**src/qbpb_pkg.sv**
```systemverilog
// Package for the quasi-bidirectional port bank: address map, reset values,
// machine-cycle phase numbering and alternate function bit positions.
// Assumes one 50 MHz system clock; oscillator periods arrive as tick pulses.
package qbpb_pkg;

  // Register port address map
  localparam int ADDR_W = 4;
  localparam logic [3:0] ADDR_LATCH_BASE = 4'h0;
  localparam logic [3:0] ADDR_PIN_BASE = 4'h4;
  localparam logic [3:0] ADDR_BIT_BASE = 4'h8;
  localparam logic [1:0] ADDR_GROUP_LATCH = 2'h0;
  localparam logic [1:0] ADDR_GROUP_PIN = 2'h1;
  localparam logic [1:0] ADDR_GROUP_BIT = 2'h2;

  // Bit operation write data layout
  localparam int BITOP_VALUE_POS = 3;
  localparam int BITOP_INDEX_POS = 0;

  // Reset values
  localparam logic [7:0] LATCH_RESET = 8'hFF;
  localparam logic [31:0] BANK_RESET = 32'hFFFFFFFF;

  // Machine cycle: six states of two phases, one phase per oscillator period
  localparam int PHASE_COUNT = 12;
  localparam logic [3:0] PH_STATE1_PHASE1 = 4'h0;
  localparam logic [3:0] PH_STATE1_PHASE2 = 4'h1;
  localparam logic [3:0] PH_STATE6_PHASE2 = 4'hB;
  localparam logic [3:0] PH_LAST = 4'hB;

  // Extra pullup lasts this many oscillator periods after a 0-to-1 change
  localparam int STRONG_PULLUP_PERIODS = 2;

  // Pin input synchroniser depth
  localparam int SYNC_STAGES = 3;

  // Port one alternate functions
  localparam int P1_TIMER_TWO_CLOCK = 0;
  localparam int P1_TIMER_TWO_RELOAD = 1;
  localparam int P1_ARRAY_CLOCK = 2;
  localparam int P1_ARRAY_MODULE0 = 3;

  // Port three alternate functions
  localparam int P3_SERIAL_IN = 0;
  localparam int P3_SERIAL_OUT = 1;
  localparam int P3_IRQ_ZERO = 2;
  localparam int P3_IRQ_ONE = 3;
  localparam int P3_TIMER_ZERO = 4;
  localparam int P3_TIMER_ONE = 5;
  localparam int P3_WRITE_STROBE = 6;
  localparam int P3_READ_STROBE = 7;

endpackage

```
**src/qbpb_sync.sv**
```systemverilog
// Pin input synchroniser for the port bank: three shift flip-flops and one output flip-flop per bit.
// A change is accepted only when the second and third stages agree.
`timescale 1ns/1ns
module qbpb_sync
  import qbpb_pkg::*;
#(
  parameter int WIDTH = 32
)
(
  input wire logic clk_sys,
  input wire logic resetn,
  input wire logic [WIDTH-1:0] async_in,
  output logic [WIDTH-1:0] sync_out
);

  logic [WIDTH-1:0] stage1;
  logic [WIDTH-1:0] stage2;
  logic [WIDTH-1:0] stage3;

  // Shift chain; stage1 is only read by stage2
  always_ff @(posedge clk_sys or negedge resetn)
  begin
    if (!resetn)
    begin
      stage1 <= '1;
      stage2 <= '1;
      stage3 <= '1;
    end
    else
    begin
      stage1 <= async_in;
      stage2 <= stage1;
      stage3 <= stage2;
    end
  end

  // Accept per bit once two late stages agree, so a glitch costs a cycle, not a value
  genvar i;
  generate
    for (i = 0; i < WIDTH; i++)
    begin : g_bit
      always_ff @(posedge clk_sys or negedge resetn)
      begin
        if (!resetn)
          sync_out[i] <= 1'b1;
        else if (stage2[i] == stage3[i])
          sync_out[i] <= stage3[i];
      end
    end
  endgenerate

endmodule

```
**src/qbpb_top.sv**
```systemverilog
// Quasi-bidirectional port bank: four eight-bit ports with latches, output
// buffers, pullup control, external bus override and alternate functions.
// Assumes the core supplies oscillator ticks and a state-one-phase-one mark.
// Operation
// - Write request loads latch; read-latch returns latch; read-pin returns synced pin.
// - During external access, port zero drives bus values instead of its latch while ext_low_drive; port two only while ext_addr16.
// - External access leaves port two latch alone, forces port zero latch to ones.
// - Port one/three latch one lets the alternate output steer the pin.
// - Synced pin level always goes to the alternate input function.
// - Port one bits map to timer two, array clock and array modules.
// - Port three bits map to serial, interrupts, timer inputs, memory strobes.
// - Port zero carries muxed low address/data, port two high address byte.
// - Port zero has no pullup at all; push-pull while ext_low_drive, floats in other bus cycles, else open drain.
// - Reset loads ones into all latches; rewriting one restores input use.
// - Written value reaches the latch at state six phase two.
// - Buffers sample latches in phase one only, holding through phase two.
// - Latch zero-to-one on ports one to three gives strong pullup two periods.
// - Keeper pullup while pin reads one; very weak pullup while pull-down off.
// - Read-modify-write operations read the latch, not the pin.
// - Bit set/clear/move reads all latch bits, changes one, writes byte back.
// - Plain port reads use the pin path.
//
// Decided for this implementation: the address-and-strobe port and the register addresses.
`timescale 1ns/1ns
module qbpb_top
  import qbpb_pkg::*;
(
  input wire logic clk_sys,
  input wire logic resetn,
  // Machine cycle timing
  input wire logic osc_tick,
  input wire logic cycle_mark,
  // Core register port
  input wire logic [ADDR_W-1:0] reg_addr,
  input wire logic [7:0] reg_wdata,
  input wire logic reg_wr,
  input wire logic reg_rd,
  output logic [7:0] reg_rdata,
  // External memory control
  input wire logic ext_access,
  input wire logic ext_addr16,
  input wire logic ext_low_drive,
  input wire logic [7:0] muxed_low_bus_out,
  input wire logic [7:0] high_address_bus,
  output logic [7:0] muxed_low_bus_in,
  // Alternate outputs
  input wire logic timer_two_clock_out,
  input wire logic [4:0] array_module_out,
  input wire logic serial_tx_out,
  input wire logic write_strobe_n,
  input wire logic read_strobe_n,
  // Alternate inputs
  output logic timer_two_clock_io,
  output logic timer_two_reload_capture_in,
  output logic array_external_clock,
  output logic [4:0] array_module_pin,
  output logic serial_rx_in,
  output logic external_irq_zero,
  output logic external_irq_one,
  output logic timer_zero_count_in,
  output logic timer_one_count_in,
  // Pads, port n at bits 8n+7 .. 8n
  input wire logic [31:0] pin_in,
  output logic [31:0] pin_out,
  output logic [31:0] pin_oe_n,
  output logic [31:0] strong_pullup,
  output logic [31:0] keeper_pullup,
  output logic [31:0] weak_pullup
);

  logic [3:0] phase;
  logic [3:0] cur_phase;
  logic [3:0] next_phase;
  logic [31:0] latches;
  logic [31:0] out_buf;
  logic [31:0] pin_sync;
  logic pend_valid;
  logic [1:0] pend_port;
  logic [7:0] pend_data;
  logic [1:0] acc_port;
  logic [1:0] acc_group;
  logic [7:0] rmw_base;
  logic [7:0] rmw_byte;
  logic [2:0] bit_index;
  logic commit;
  logic sample;
  logic wr_latch;
  logic wr_bit;
  logic [7:0] alt_one;
  logic [7:0] alt_three;
  logic [31:0] drive_val;
  logic [31:0] rise;

  assign acc_group = reg_addr[3:2];
  assign acc_port = reg_addr[1:0];
  assign wr_latch = reg_wr && (acc_group == ADDR_GROUP_LATCH);
  assign wr_bit = reg_wr && (acc_group == ADDR_GROUP_BIT);

  // Phase of the current tick; cycle_mark realigns to state one phase one
  always_comb
  begin
    if (cycle_mark)
      cur_phase = PH_STATE1_PHASE1;
    else if (phase == PH_LAST)
      cur_phase = PH_STATE1_PHASE1;
    else
      cur_phase = phase + 4'h1;
  end

  assign next_phase = osc_tick ? cur_phase : phase;

  // Phase counter holds the phase of the last tick; starts as if at STATE6_PHASE2
  always_ff @(posedge clk_sys or negedge resetn)
  begin
    if (!resetn)
      phase <= PH_LAST;
    else
      phase <= next_phase;
  end

  // Latch commits at STATE6_PHASE2, buffers sample on every phase one
  assign commit = osc_tick && (cur_phase == PH_STATE6_PHASE2);
  assign sample = osc_tick && !cur_phase[0];

  // Bit operation base: all eight latch bits, newest pending value first
  assign bit_index = reg_wdata[BITOP_INDEX_POS +: 3];
  always_comb
  begin
    if (pend_valid && (pend_port == acc_port))
      rmw_base = pend_data;
    else
      rmw_base = latches[{acc_port, 3'b000} +: 8];
    rmw_byte = rmw_base;
    rmw_byte[bit_index] = reg_wdata[BITOP_VALUE_POS];
  end

  // Pending write waits for STATE6_PHASE2; a write in the commit cycle stays pending
  always_ff @(posedge clk_sys or negedge resetn)
  begin
    if (!resetn)
    begin
      pend_valid <= 1'b0;
      pend_port <= 2'h0;
      pend_data <= LATCH_RESET;
    end
    else if (wr_latch || wr_bit)
    begin
      pend_valid <= 1'b1;
      pend_port <= acc_port;
      pend_data <= wr_bit ? rmw_byte : reg_wdata;
    end
    else if (commit)
      pend_valid <= 1'b0;
  end

  // Port latches; external access overwrites port zero with ones only
  always_ff @(posedge clk_sys or negedge resetn)
  begin
    if (!resetn)
      latches <= BANK_RESET;
    else
    begin
      if (commit && pend_valid)
        latches[{pend_port, 3'b000} +: 8] <= pend_data;
      if (ext_access)
        latches[7:0] <= LATCH_RESET;
    end
  end

  // Output buffers track latches in phase one, hold through phase two
  always_ff @(posedge clk_sys or negedge resetn)
  begin
    if (!resetn)
      out_buf <= BANK_RESET;
    else if (sample)
      out_buf <= latches;
  end

  // Zero-to-one as seen by the buffer at STATE1_PHASE1; ports one to three only
  assign rise = {latches[31:8] & ~out_buf[31:8], 8'h00};

  // Strong pullup on at STATE1_PHASE1, off after the second period (S1P2 ends)
  always_ff @(posedge clk_sys or negedge resetn)
  begin
    if (!resetn)
      strong_pullup <= 32'h00000000;
    else if (osc_tick && (cur_phase == PH_STATE1_PHASE1))
      strong_pullup <= rise;
    else if (osc_tick && (cur_phase == PH_STATE1_PHASE2 + 4'h1))
      strong_pullup <= 32'h00000000;
  end

  // Register read: latch path for read-modify-write, pin path for the pin group, zero otherwise
  always_ff @(posedge clk_sys or negedge resetn)
  begin
    if (!resetn)
      reg_rdata <= 8'h00;
    else if (reg_rd)
    begin
      case (acc_group)
        ADDR_GROUP_LATCH: reg_rdata <= latches[{acc_port, 3'b000} +: 8];
        ADDR_GROUP_PIN: reg_rdata <= pin_sync[{acc_port, 3'b000} +: 8];
        default: reg_rdata <= 8'h00;
      endcase
    end
    else
      reg_rdata <= 8'h00;
  end

  // Alternate outputs; unused positions idle high so the latch alone decides
  always_comb
  begin
    alt_one = 8'hFF;
    alt_one[P1_TIMER_TWO_CLOCK] = timer_two_clock_out;
    alt_one[P1_ARRAY_MODULE0 +: 5] = array_module_out;
    alt_three = 8'hFF;
    alt_three[P3_SERIAL_OUT] = serial_tx_out;
    alt_three[P3_WRITE_STROBE] = write_strobe_n;
    alt_three[P3_READ_STROBE] = read_strobe_n;
  end

  // Value each pin should show; bus override on ports zero and two
  always_comb
  begin
    drive_val[7:0] = ext_access ? muxed_low_bus_out : out_buf[7:0];
    drive_val[15:8] = out_buf[15:8] & alt_one;
    drive_val[23:16] = (ext_access && ext_addr16) ? high_address_bus : out_buf[23:16];
    drive_val[31:24] = out_buf[31:24] & alt_three;
  end

  // Per-pin drivers; a one turns the pull-down off so the pin can be an input
  genvar i;
  generate
    for (i = 0; i < 32; i++)
    begin : g_pin
      always_ff @(posedge clk_sys or negedge resetn)
      begin
        if (!resetn)
        begin
          pin_out[i] <= 1'b0;
          pin_oe_n[i] <= 1'b1;
          weak_pullup[i] <= (i >= 8); // Pull-down starts off on all ports; very weak pullup on ports one to three
          keeper_pullup[i] <= 1'b0;
        end
        else if (i < 8)
        begin
          // Open drain, push-pull only while the bus drives
          if (ext_access && ext_low_drive)
          begin
            pin_out[i] <= drive_val[i];
            pin_oe_n[i] <= 1'b0;
          end
          else if (ext_access)
          begin
            pin_out[i] <= 1'b0;
            pin_oe_n[i] <= 1'b1;
          end
          else
          begin
            pin_out[i] <= 1'b0;
            pin_oe_n[i] <= drive_val[i];
          end
          weak_pullup[i] <= 1'b0;
          keeper_pullup[i] <= 1'b0;
        end
        else
        begin
          // High address bits are driven hard while the bus owns port two
          if ((i >= 16) && (i < 24) && ext_access && ext_addr16)
          begin
            pin_out[i] <= drive_val[i];
            pin_oe_n[i] <= 1'b0;
          end
          else
          begin
            pin_out[i] <= 1'b0;
            pin_oe_n[i] <= drive_val[i];
          end
          weak_pullup[i] <= drive_val[i];
          keeper_pullup[i] <= pin_sync[i];
        end
      end
    end
  endgenerate

  // Pin levels, synchronised; also the read-pin path
  qbpb_sync #(
    .WIDTH(32)
  ) u_sync (
    .clk_sys(clk_sys),
    .resetn(resetn),
    .async_in(pin_in),
    .sync_out(pin_sync)
  );

  // Alternate inputs see the real pin whatever the latch holds
  assign muxed_low_bus_in = pin_sync[7:0];
  assign timer_two_clock_io = pin_sync[8 + P1_TIMER_TWO_CLOCK];
  assign timer_two_reload_capture_in = pin_sync[8 + P1_TIMER_TWO_RELOAD];
  assign array_external_clock = pin_sync[8 + P1_ARRAY_CLOCK];
  assign array_module_pin = pin_sync[8 + P1_ARRAY_MODULE0 +: 5];
  assign serial_rx_in = pin_sync[24 + P3_SERIAL_IN];
  assign external_irq_zero = pin_sync[24 + P3_IRQ_ZERO];
  assign external_irq_one = pin_sync[24 + P3_IRQ_ONE];
  assign timer_zero_count_in = pin_sync[24 + P3_TIMER_ZERO];
  assign timer_one_count_in = pin_sync[24 + P3_TIMER_ONE];

endmodule

```
**config.mk**
```make
export PLATFORM = sky130hd
export DESIGN_NAME = qbpb_top
export DESIGN_NICKNAME = d
export VERILOG_FILES = /design/src/qbpb_pkg.sv /design/src/qbpb_sync.sv /design/src/qbpb_top.sv
export SDC_FILE = /design/constraint.sdc
export NUM_CORES = 1
export LEC_CHECK = 0
export BUFFER_PORTS_ARGS = -buffer_cell sky130_fd_sc_hd__buf_2
export CAP_MARGIN = 20
export CORE_AREA = 2 2 148 150
export DETAILED_ROUTE_END_ITERATION = 6
export DIE_AREA = 0 0 150 152
export PLACE_DENSITY = 0.84
export SYNTH_ARGS = -nofsm -noshare
export SYNTH_HDL_FRONTEND = slang
export SYNTH_HIERARCHICAL = 1
export SYNTH_SLANG_ARGS = --single-unit
```
**constraint.sdc**
```tcl
create_clock -name clk_sys -period 3.69 [get_ports clk_sys]
set_clock_uncertainty 0.05 [all_clocks]
set_input_delay 0.738 -clock clk_sys [delete_from_list [all_inputs] [get_ports clk_sys]]
set_output_delay 0.738 -clock clk_sys [all_outputs]
set_load 0.02 [all_outputs]
```
==> results by group <==
Clock network
  • Clock-pin slew on the worst setup and hold paths: approximately 0.060 ns
  • CTS sink count: 319
  • Worst-Skew Late Latency: between 0.5 and 0.6 ns
  • CTS max path bufs: 3
  • CTS buffer count: 30
  • CTS tree: built
  • Hold buffer count at cts: 0
  • Postcts setup bufs: 0
  • # resized after CTS: 0
  • Root buf cell: clkbuf_16
  • H-tree levels: 1

Layout
  • Most common cell after layout, fill and taps aside: dfstp_2
  • Multi-input combinational cell area: 3210 um^2
  • Fill cells: approximately 1500
  • FF/Latch Area: approximately 8300 um^2
  • P&R area growth vs syn: 18.8%
  • Nets@finish: ~1200
  • Commonest cells after routing, fill and taps aside: 243 x dfstp_2, 225 x buf_2, 76 x dfrtp_1, 62 x inv_1, 62 x nand2_1
  • Share of layout cells above drive strength 1: 0.563

Routing
  • Via density: roughly 5.3
  • Post-DR wirelength/cell: roughly 18 um
  • Routed vias: between 7000 and 8000
  • Antenna Nets Post-Route: 0
  • 1st-pass router iterations: 5
  • Final wirelength: 24800 um
  • Drc violations: 0
  • DR iter-0 viols: roughly 430

Hold path
  • HP Class: input port to asynchronous set/reset pin

Outcome
  • Status: complete, no violations

Place
  • Final HPWL DP: about 17000 um
  • Routability cong.: 0.858
  • Port Buffers: around 230

Floorplanning
  • Full die area: around 23000 um^2
  • Row cnt: 54
  • Die W: around 150 um
  • Initial Utilization: 0.570
  • # IOs: approximately 270
  • Die height: around 150 um
  • Core area: around 21000 um^2

Pwr
  • Pwr dens: 603 nW/um^2
  • Leakage: approximately 7.0 nW
  • Peak supply drop: ~0.00056 V

Timing
  • Max_slew headroom: 0.282
  • Hold Slack: ~0.21 ns
  • Worst Tran Pin Value: roughly 1.1 ns
  • Final min period: ~2.6 ns
  • RSZ-0062 raised after global routing: no
  • Setup-failing EPs final: 0
  • Max frequency: about 380 MHz
  • Number of failing hold endpoints at the final stage: 0
  • Slew Limit Fails: 0
  • Final setup TNS: 0 ns
  • Final Cycle Share: 0.713

Setup path
  • Crit end category: register
  • Crit-path cells: ha_1 > or3b_4 > o2111ai_2 > a211oi_4 > a32o_1
  • Reg-to-reg critical path startpoint: phase[0]
  • Delay of the slowest cell on the worst path: 0.93 ns
  • FF-to-FF setup slack: around 1.1 ns
  • Worst R2R Path Depth: 5
  • WP data arrival: between 3 and 4 ns
  • Setup Crit Path Kind: register to register
  • Critical path destination: strong_pullup[14]
  • CP max FO: 24
  • CP startpoint kind: register
  • Slowest stage cell, crit path: a211oi_4
  • CP Launch Point: phase[0]
  • WP data required: ~4.1 ns
  • FF-to-FF End: strong_pullup[14]

Global route
  • GRT overflow: 0
  • Vias in the first global route: 7243
  • Gr usage total: 0.217
  • Antenna violations before repair: 5
  • Pin count of the biggest net entering global routing: roughly 110
  • First-pass GRT wire length: between 30000 and 40000 um

Synth
  • Share of the synthesized area in the top cell type: 0.524
  • Ys async rst share: 1.00
  • Post-synth top flop: dfstp_2
  • Syn Inst Count: 853
  • Sequential area share after synthesis: 0.680
  • Library cell with the largest summed area after synthesis: dfstp_2
  • Cell Area, Synth: about 12000 um^2
  • Synth cell types: 58
  • Syn Area/Cell: 14.3 um^2
  • Number of synthesized flops with an enable pin: 0
  • Yosys warnings: 6
  • Register bit total from synthesis: 319
  • Area contributors post-synth: dfstp_2 52%, dfrtp_1 16%, buf_4 3.6%

Flow run
  • Max Cap Viol: 0
worst min-delay path by stage:
stage / to / start / cells after the start
final: pin_out[17] / resetn / 1
after global routing: u_sync/stage1[1] / pin_in[1] / 1
after global placement: u_sync/stage2[30] / u_sync/stage1[30] / 0
after CTS: u_sync/stage1[1] / pin_in[1] / 1
after floorplan: u_sync/stage2[0] / u_sync/stage1[0] / 0
after detailed placement: u_sync/stage2[16] / u_sync/stage1[16] / 0
worst max-delay path: cells and delay by family, from the launching register on:
family / cells / cell delay, ns
AOI/OAI and AO/OA: 3 / 1.42
and+or+nand+nor: 1 / 0.18
DFF: 1 / 0.63
adders and majority gates: 1 / 0.26
stage by stage:
step | utilization | cell area (um^2) | instances | total power, mW | setup WS, ns
floorplan | - | 12300 | 892 | 4.97 | 1.57
global placement | 0.625 | 13300 | 1317 | 5.34 | 1.16
detailed placement | 0.625 | 13300 | 1317 | 5.39 | 1.12
CTS | 0.677 | 14500 | 1373 | 8.81 | 1.05
global route | 0.677 | 14500 | 1373 | 9.08 | 0.913
finish | 0.678 | 14500 | 1376 | 8.72 | 1.06
final cells by class:
type | instances | area share
antenna | 3 | 0.000519
clock buffer | 42 | 0.0613
clock inverter | 14 | 0.0157
inverter | 64 | 0.0166
multi-input combinational | 420 | 0.222
sequential | 319 | 0.573
tap | 280 | 0.0242
timing repair buffer | 234 | 0.0865
layer usage:
metal,wire length [um],GRT usage
met1,9960,0.289
met2,12100,0.355
met3,2040,0.0550
met4,673,0.0642
met5,24,0
report_power, final:
group,switching (mW),internal (mW)
Sequential,0.229,3.97
Clock,1.29,2.09
Combinational,0.725,0.417
registers in the layout (all words and copies together) (netlist names):
register / flops
latches: 32
out_buf: 32
u_sync/stage1: 32
u_sync/stage2: 32
u_sync/stage3: 32
u_sync/sync_out: 32
keeper_pullup: 24
strong_pullup: 24
weak_pullup: 22
pin_oe_n: 18
pin_out: 16
pend_data: 8
reg_rdata: 8
phase: 4
pend_port: 2
pend_valid: 1
cells in the mapped netlist, types with 3 or more instances:
cell type  count
dfstp_2      243
dfrtp_1       76
inv_1         62
nand2_1       62
buf_4         59
mux2i_1       41
o21ai_0       37
maj3_2        32
nor2_1        28
a32o_1        24
a21oi_1       19
and3_1        16
mux4_2        16
clkbuf_1      14
buf_2         11
mux2_2        11
and2_1        10
or2_2          8
ha_1           6
nor3b_1        6
o41ai_1        5
buf_6          4
nand4_4        4
o31ai_1        4
a31o_2         3
a31oi_1        3
and3b_1        3
nand2b_1       3
nand3b_1       3
nor3_1         3
o311ai_0       3
logic make-up (layout without fill, tap and decap cells):
logic type	after synthesis	in the layout	synth area share
DFF	319	319	0.680
and+or+nand+nor	157	157	0.0699
buffers and inverters	153	354	0.0689
AOI/OAI and AO/OA	114	114	0.0692
muxes	68	68	0.0734
adders and majority gates	38	38	0.0357
xor gates and xnor gates	3	3	0.00216
other	1	43	0.000308
(Power assumes the default switching activity.)
